File: config.mk
export PLATFORM = sky130hd
export DESIGN_NAME = anp_regs
export DESIGN_NICKNAME = d
export VERILOG_FILES = /design/src/verilog/anp_pkg.sv /design/src/verilog/anp_regs.sv
export VERILOG_INCLUDE_DIRS = /design/src /design/src/verilog
export SDC_FILE = /design/constraint.sdc
export NUM_CORES = 1
export LEC_CHECK = 0
export BUFFER_PORTS_ARGS = -buffer_cell sky130_fd_sc_hd__buf_2
export CORE_MARGIN = 2
export CORE_UTILIZATION = 50
export DETAILED_ROUTE_END_ITERATION = 12
export GPL_ROUTABILITY_DRIVEN = 0
export PLACE_DENSITY = 0.8
export SYNTH_ARGS = -nofsm -noshare
export SYNTH_HDL_FRONTEND = slang
export SYNTH_SLANG_ARGS = --single-unit
export TNS_END_PERCENT = 30
File: constraint.sdc
create_clock -name mclk -period 2.62 [get_ports mclk]
set_input_delay 0.393 -clock mclk [delete_from_list [all_inputs] [get_ports mclk]]
set_output_delay 0.393 -clock mclk [all_outputs]
set_load 0.1 [all_outputs]
File: src/verilog/anp_defs.svh
// Offsets, field positions, reset values for next-page register bank
`ifndef ANP_DEFS_SVH
`define ANP_DEFS_SVH
`define ANP_OFF_EXPANSION 5'h06
`define ANP_OFF_NP_TX 5'h07
`define ANP_OFF_PARTNER_NP 5'h08
`define ANP_OFF_ADVERT 5'h04
`define ANP_BIT_NEXT_PAGE 15
`define ANP_BIT_RSVD 14
`define ANP_BIT_MSG_PAGE 13
`define ANP_BIT_ACK2 12
`define ANP_BIT_TOGGLE 11
`define ANP_BIT_PDF 4
`define ANP_BIT_LP_NP_ABLE 3
`define ANP_BIT_NP_ABLE 2
`define ANP_BIT_PAGE_RX 1
`define ANP_BIT_LP_AN_ABLE 0
`define ANP_RST_NP_TX 16'h2001
`define ANP_RST_PARTNER 16'h0000
`define ANP_RST_NP_ABLE 1'b1
`endif

File: src/verilog/anp_pkg.sv
// Types for the next-page register bank
`default_nettype none
package anp_pkg;
  typedef logic [15:0] anp_word_t;
  typedef struct packed {
    logic rd;
    logic wr;
    logic [4:0] addr;
    logic [15:0] wdata;
  } anp_mgmt_s;
  typedef struct packed {
    logic lp_np_able;
    logic lp_an_able;
    logic pdf_event;
    logic page_rx;
    logic [15:0] page;
    logic tx_taken;
  } anp_neg_s;
endpackage
`default_nettype wire

File: src/verilog/anp_regs.sv
// Auto-negotiation expansion and next-page register bank
//
// Function
// - Expansion bit 3: partner next-page able
// - Expansion bit 2: local next-page able, resets 1
// - Expansion bit 1: page received, latch high
// - Transmit bit 12 writable acknowledge 2
// - Transmit bit 11 read-only toggle of next word
// - Transmit bits 10..0 writable code, reset 1
// - Partner page register, bit 12 acknowledge 2
// - Partner page bit 11 toggle
// - Partner page low bits hold code field
// - Advertisement bit 15 next-page enable, resets 0
`include "anp_defs.svh"
`default_nettype none
module anp_regs
  import anp_pkg::*;
(
  // Clock and reset
  input wire logic mclk,
  input wire logic rst_n,
  // Management access, one-cycle strobes
  input wire anp_mgmt_s mgmt,
  output anp_word_t rdata,
  output logic rvalid,
  // Negotiation engine
  input wire anp_neg_s neg,
  output anp_word_t np_tx_page,
  output logic np_enable
);

  typedef enum logic [1:0] {
    ANP_IDLE = 2'b01,
    ANP_LOADED = 2'b10
  } anp_state_e;

  function automatic logic hit(input anp_mgmt_s m, input logic [4:0] a);
    hit = m.addr == a;
  endfunction

  logic lp_np_reg, lp_an_reg, page_rx_reg, pdf_reg, adv_np_reg;
  logic toggle_reg;
  anp_word_t tx_reg, partner_reg, rdata_next;
  anp_state_e state_reg;
  logic exp_read;

  assign exp_read = mgmt.rd && hit(mgmt, `ANP_OFF_EXPANSION);

  ////////////////////////////////////////////////////////////////////////
  // Status flags
  always_ff @(posedge mclk or negedge rst_n) begin
    if (!rst_n) begin
      lp_np_reg <= 1'b0;
      lp_an_reg <= 1'b0;
    end else begin
      lp_np_reg <= neg.lp_np_able;
      lp_an_reg <= neg.lp_an_able;
    end
  end

  // Set wins over the read clear
  always_ff @(posedge mclk or negedge rst_n) begin
    if (!rst_n) begin
      page_rx_reg <= 1'b0;
      pdf_reg <= 1'b0;
    end else begin
      page_rx_reg <= neg.page_rx | (page_rx_reg & ~exp_read);
      pdf_reg <= neg.pdf_event | (pdf_reg & ~exp_read);
    end
  end

  ////////////////////////////////////////////////////////////////////////
  // Writable registers
  always_ff @(posedge mclk or negedge rst_n) begin
    if (!rst_n) begin
      tx_reg <= `ANP_RST_NP_TX;
      adv_np_reg <= 1'b0;
    end else begin
      if (mgmt.wr && hit(mgmt, `ANP_OFF_NP_TX)) begin
        tx_reg <= mgmt.wdata;
      end
      if (mgmt.wr && hit(mgmt, `ANP_OFF_ADVERT)) begin
        adv_np_reg <= mgmt.wdata[`ANP_BIT_NEXT_PAGE];
      end
    end
  end

  // Toggle flips each time the engine sends a word
  always_ff @(posedge mclk or negedge rst_n) begin
    if (!rst_n) begin
      toggle_reg <= 1'b0;
    end else if (neg.tx_taken) begin
      toggle_reg <= ~toggle_reg;
    end
  end

  // Tracks whether software has reloaded the page since last send
  always_ff @(posedge mclk or negedge rst_n) begin
    if (!rst_n) begin
      state_reg <= ANP_IDLE;
    end else begin
      case (state_reg)
        ANP_IDLE: begin
          if (mgmt.wr && hit(mgmt, `ANP_OFF_NP_TX)) begin
            state_reg <= ANP_LOADED;
          end
        end
        ANP_LOADED: begin
          if (neg.tx_taken) begin
            state_reg <= ANP_IDLE;
          end
        end
        default: state_reg <= ANP_IDLE;
      endcase
    end
  end

  always_ff @(posedge mclk or negedge rst_n) begin
    if (!rst_n) begin
      partner_reg <= `ANP_RST_PARTNER;
    end else if (neg.page_rx) begin
      partner_reg <= neg.page;
      partner_reg[`ANP_BIT_RSVD] <= 1'b0;
    end
  end

  ////////////////////////////////////////////////////////////////////////
  // Read path
  always_comb begin
    rdata_next = 16'h0000;
    if (hit(mgmt, `ANP_OFF_EXPANSION)) begin
      rdata_next[`ANP_BIT_PDF] = pdf_reg;
      rdata_next[`ANP_BIT_LP_NP_ABLE] = lp_np_reg;
      rdata_next[`ANP_BIT_NP_ABLE] = `ANP_RST_NP_ABLE;
      rdata_next[`ANP_BIT_PAGE_RX] = page_rx_reg;
      rdata_next[`ANP_BIT_LP_AN_ABLE] = lp_an_reg;
    end else if (hit(mgmt, `ANP_OFF_NP_TX)) begin
      rdata_next = tx_reg;
      rdata_next[`ANP_BIT_RSVD] = 1'b0;
      rdata_next[`ANP_BIT_TOGGLE] = toggle_reg;
    end else if (hit(mgmt, `ANP_OFF_PARTNER_NP)) begin
      rdata_next = partner_reg;
    end else if (hit(mgmt, `ANP_OFF_ADVERT)) begin
      rdata_next[`ANP_BIT_NEXT_PAGE] = adv_np_reg;
    end
  end

  always_ff @(posedge mclk or negedge rst_n) begin
    if (!rst_n) begin
      rdata <= 16'h0000;
      rvalid <= 1'b0;
    end else begin
      rvalid <= mgmt.rd;
      if (mgmt.rd) begin
        rdata <= rdata_next;
      end
    end
  end

  always_comb begin
    np_tx_page = tx_reg;
    np_tx_page[`ANP_BIT_RSVD] = 1'b0;
    np_tx_page[`ANP_BIT_TOGGLE] = toggle_reg;
  end
  assign np_enable = adv_np_reg;

  ////////////////////////////////////////////////////////////////////////
  // Assertions
  a_page_rx_set: assert property (
    @(posedge mclk) disable iff (!rst_n)
    neg.page_rx |=> page_rx_reg)
    else $error("page flag not set");
  a_page_rx_hold: assert property (
    @(posedge mclk) disable iff (!rst_n)
    page_rx_reg && !exp_read |=> page_rx_reg)
    else $error("page flag dropped without a read");
  a_page_rx_clear: assert property (
    @(posedge mclk) disable iff (!rst_n)
    exp_read && !neg.page_rx |=> !page_rx_reg)
    else $error("page flag not cleared by read");
  a_exp_np_able: assert property (
    @(posedge mclk) disable iff (!rst_n)
    exp_read |=> rdata[`ANP_BIT_NP_ABLE])
    else $error("local next-page bit not one");
  a_exp_reserved: assert property (
    @(posedge mclk) disable iff (!rst_n)
    exp_read |=> rdata[15:5] == 11'h000)
    else $error("reserved expansion bits not zero");
  a_lp_np_follow: assert property (
    @(posedge mclk) disable iff (!rst_n)
    1'b1 |=> lp_np_reg == $past(neg.lp_np_able))
    else $error("partner np able mismatch");
  a_toggle_flip: assert property (
    @(posedge mclk) disable iff (!rst_n)
    neg.tx_taken |=> toggle_reg != $past(toggle_reg))
    else $error("toggle did not flip");
  a_toggle_hold: assert property (
    @(posedge mclk) disable iff (!rst_n)
    !neg.tx_taken |=> $stable(toggle_reg))
    else $error("toggle moved without a send");
  a_tx_write: assert property (
    @(posedge mclk) disable iff (!rst_n)
    mgmt.wr && hit(mgmt, `ANP_OFF_NP_TX) |=>
    np_tx_page[12:0] == {$past(mgmt.wdata[12]), toggle_reg,
    $past(mgmt.wdata[10:0])}) else $error("transmit write lost");
  a_tx_loaded: assert property (
    @(posedge mclk) disable iff (!rst_n)
    mgmt.wr && hit(mgmt, `ANP_OFF_NP_TX) |=> state_reg == ANP_LOADED)
    else $error("loaded state not entered");
  a_partner_load: assert property (
    @(posedge mclk) disable iff (!rst_n)
    neg.page_rx |=> partner_reg[12:0] == $past(neg.page[12:0]))
    else $error("partner page not captured");
  a_partner_hold: assert property (
    @(posedge mclk) disable iff (!rst_n)
    !neg.page_rx |=> $stable(partner_reg))
    else $error("partner page changed without an event");
  a_adv_write: assert property (
    @(posedge mclk) disable iff (!rst_n)
    mgmt.wr && hit(mgmt, `ANP_OFF_ADVERT) |=>
    np_enable == $past(mgmt.wdata[15])) else $error("np enable lost");
  a_read_valid: assert property (
    @(posedge mclk) disable iff (!rst_n)
    1'b1 |=> rvalid == $past(mgmt.rd))
    else $error("read valid not one cycle after strobe");
  c_page_rx: cover property (@(posedge mclk) disable iff (!rst_n)
    neg.page_rx ##[1:5] exp_read);
  c_tx_cycle: cover property (@(posedge mclk) disable iff (!rst_n)
    state_reg == ANP_LOADED ##1 neg.tx_taken);
  c_set_clear: cover property (@(posedge mclk) disable iff (!rst_n)
    exp_read && neg.page_rx);
  c_pdf_set: cover property (@(posedge mclk) disable iff (!rst_n)
    neg.pdf_event ##1 pdf_reg);

endmodule // anp_regs
`default_nettype wire

==> flow_metrics.py <==
metrics = {
    "worst_setup_path": {
        "required_ns": 2.23,
        "crit_fanout": 3,
        "r2r-end": "rdata[2]",
        "crit_buf_inv": 1,
        "r2r_start": "partner_reg[2]",
        "crit_type": "reg -> out",
        "r2r_cells": 2,
        "crit_family": "flip-flops",
        "crit_chain": "buf_2",
        "cp-startpoint": "tx_reg[0]",
        "cp-end-kind": "primary output",
        "slowest_stage": "dfstp_2",
        "cp-start-kind": "flip-flop",
        "critPathArrivalTime_ns": 1.29,
        "slowest_delay_ns": 0.56,
        "regToRegSetupSlack_ns": 1.64,
    },
    "die": {
        "start_util_pct": 51.9,
        "fp-row-count": 24,
        "die_h_um": 71.5,
        "die_area_um2": 5110,
        "fp.dieW_um": 71.5,
        "core-area_um2": 4380,
        "io_pins": 80,
    },
    "timing": {
        "drv_slew": 0,
        "setup_viol": 0,
        "finalCritPeriodShare_pct": 64.2,
        "rsz0062_at_grt": "false",
        "worst_pin_slew_ns": 0.717,
        "fin_skew_ns": 0.00593,
        "period_minus_slack_ns": 1.68,
        "relSlewSlack_pct": 51.4,
        "fin_setup_tns_ns": 0,
        "whs_ns": -0.0000537,
        "hold_viol_final": 1,
        "fmax_mhz": 594,
    },
    "outcome": {
        "status": "finished with violations",
        "violations": "hold timing",
    },
    "synthesis": {
        "ys_ff_latch": 51,
        "yosysUniqueCellTypes": 38,
        "synthFlopType": "dfrtp_1",
        "muxShareOfSynthArea_pct": 16.5,
        "syn_inst": 168,
        "yosys_warnings": 0,
        "synth_commonest_cells": "dfrtp_1, mux2_2, a32oi_1, mux2_4",
        "synth_area_leader_cell": "dfrtp_1",
        "seq_area_frac_synth_pct": 56.2,
        "synth_compound_area_share_pct": 13.6,
        "yosys.area_share.xor_xnor_pct": 0.385,
        "synth-edff-count": 0,
        "synth_top_cell_area_share_pct": 53.8,
        "synth.most_common_cell": "dfrtp_1",
        "synthAdderAreaFrac_pct": 0,
        "post_synth.cell_area_avg_um2": 13.6,
        "synth_top_family_by_area": "multiplexers",
        "synth_area_leaders": "dfrtp_1, mux2_2, mux2_4",
        "synthArstFlopShare_pct": 100,
        "synthSimpleGateAreaFrac_pct": 9.67,
        "syn-cell-area_um2": 2280,
    },
    "power": {
        "p_sw_uw": 916,
        "ir_drop_mv": 0.451,
        "total_power_uw": 2340,
        "pwr-share-seq_pct": 40.3,
        "clockPowerShare_pct": 27.2,
        "p_int_uw": 1430,
        "power_switching_share_pct": 39.1,
        "p_leak_uw": 0.00137,
        "p_comb_share_pct": 32.5,
        "power_density_nw_per_um2": 831,
    },
    "cts": {
        "clk_path_buf_depth": 2,
        "cts_tree": "yes",
        "clk_latency_ns": 0.31,
        "postCtsHoldBufs": 0,
        "cts_root_buffer": "clkbuf_8",
        "cts_buffers": 5,
        "ctsResizeCount": 0,
        "cts-htree-levels": 2,
        "cts.sinks": 51,
        "cts_setup_buffers": 0,
        "path_clk_slew_ns": 0.09,
    },
    "global_route": {
        "antenna_found_initial": 0,
        "grt_pass1_wl_um": 8450,
        "grt_pass1_vias": 1692,
        "grt.overflow.total": 0,
        "grt_usage_pct": 21.6,
        "grt_max_degree": 21,
    },
    "drt": {
        "drtAntennaViolNets": 0,
        "drt_iter0_drc": 172,
        "totalWireLength_um": 5160,
        "vias": 1696,
        "drtPass1Iterations": 4,
        "viasPerCell": 5.75,
        "post-route-drc-count": 0,
        "post_drt_wl_per_cell_um": 17.5,
    },
    "place": {
        "hpwl_um": 3720,
        "port_buffers": 74,
    },
    "worst_hold_path": {
        "hp-class": "in -> async",
    },
    "flow_run": {
        "maxCapViolCount": 0,
    },
    "cells_and_area": {
        "layout-drive-gt1-share_pct": 50.6,
        "utilization_pct": 64.3,
        "antennaDiodeCount": 0,
        "area_growth_pct": 23.7,
        "fin_nets": 288,
        "num-fill-cells": 355,
    },
}
per-layer routing:
layer | track usage [%] | wire length (um) | share of wire (%) | up-vias
met5 | 0 | 0 | 0 | -
met4 | 7.34 | 60 | 1.2 | 0
met3 | 5.34 | 325 | 6.3 | 7
met2 | 35.2 | 2560 | 50 | 60
met1 | 28.5 | 2210 | 43 | 846
li1 | - | - | - | 783
worst max-delay path by stage:
stage | end | cells after the start | slack (ns)
3_5_place_dp | tx_reg[8] | 4 | 0.73
4_1_cts | np_tx_page[0] | 1 | 0.93
5_1_grt | np_tx_page[0] | 1 | 0.90
2_1_floorplan | tx_reg[3] | 4 | 1.13
6_report | np_tx_page[0] | 1 | 0.94
3_3_place_gp | tx_reg[9] | 4 | 0.77
kinds of logic (layout without fill, tap and decap cells):
logic type,after synthesis,count (layout)
other cells,1,2
flops,51,51
buf+inv,16,90
mux,30,30
compound gates,39,39
xor+xnor,1,1
simple gates,30,30
power groups by stage:
| stage | combinational (uW) | clock, uW | sequential (uW) |
|---|---|---|---|
| 6_report | 761 | 637 | 943 |
| 5_1_grt | 788 | 679 | 958 |
| 4_1_cts | 764 | 651 | 943 |
| 3_5_place_dp | 764 | 0 | 959 |
| 3_3_place_gp | 755 | 0 | 955 |
| 2_1_floorplan | 227 | 0 | 1350 |
final cells by class:
cell class              instances  area (um2)  share of cell area [%]
flip-flops and latches         51        1280                    45.4
inverters                       3        11.3                   0.400
multi-input cells             102         922                    32.7
clock buffers                   6        72.6                    2.58
clock inverters                 2        60.1                    2.13
well taps                      52        65.1                    2.31
repair buffers                 79         408                    14.5
layout by cell type, fill, tap and decap left out:
master,n
buf_2,74
dfrtp_1,49
mux2_2,20
a32oi_1,13
mux2_4,10
nor2b_1,9
o2bb2ai_1,9
a21oi_1,5
nor3b_1,5
clkbuf_8,5
buf_4,5
o31ai_1,4
inv_1,3
nand2_1,2
a21o_1,2
and3_1,2
nor2_1,2
conb_1,2
bufinv_16,2
dfstp_2,2
nor3b_4,1
and3b_1,1
or3b_1,1
nand2b_1,1
o21ai_2,1
and2_0,1
nor4b_2,1
o311ai_1,1
and4b_1,1
o32a_1,1
o21ai_0,1
a31oi_1,1
nor4bb_1,1
a31o_2,1
nand3_2,1
nand3_1,1
xor2_1,1
clkbuf_1,1
per-stage QoR:
step,instances,instance area (um2),setup WS (ns)
after floorplan,169,2280,1.13
after global placement,287,2690,0.769
after detailed placement,287,2690,0.726
after CTS,295,2820,0.925
after global routing,295,2820,0.899
final,295,2820,0.937
Power figures use the tool's default switching activity.
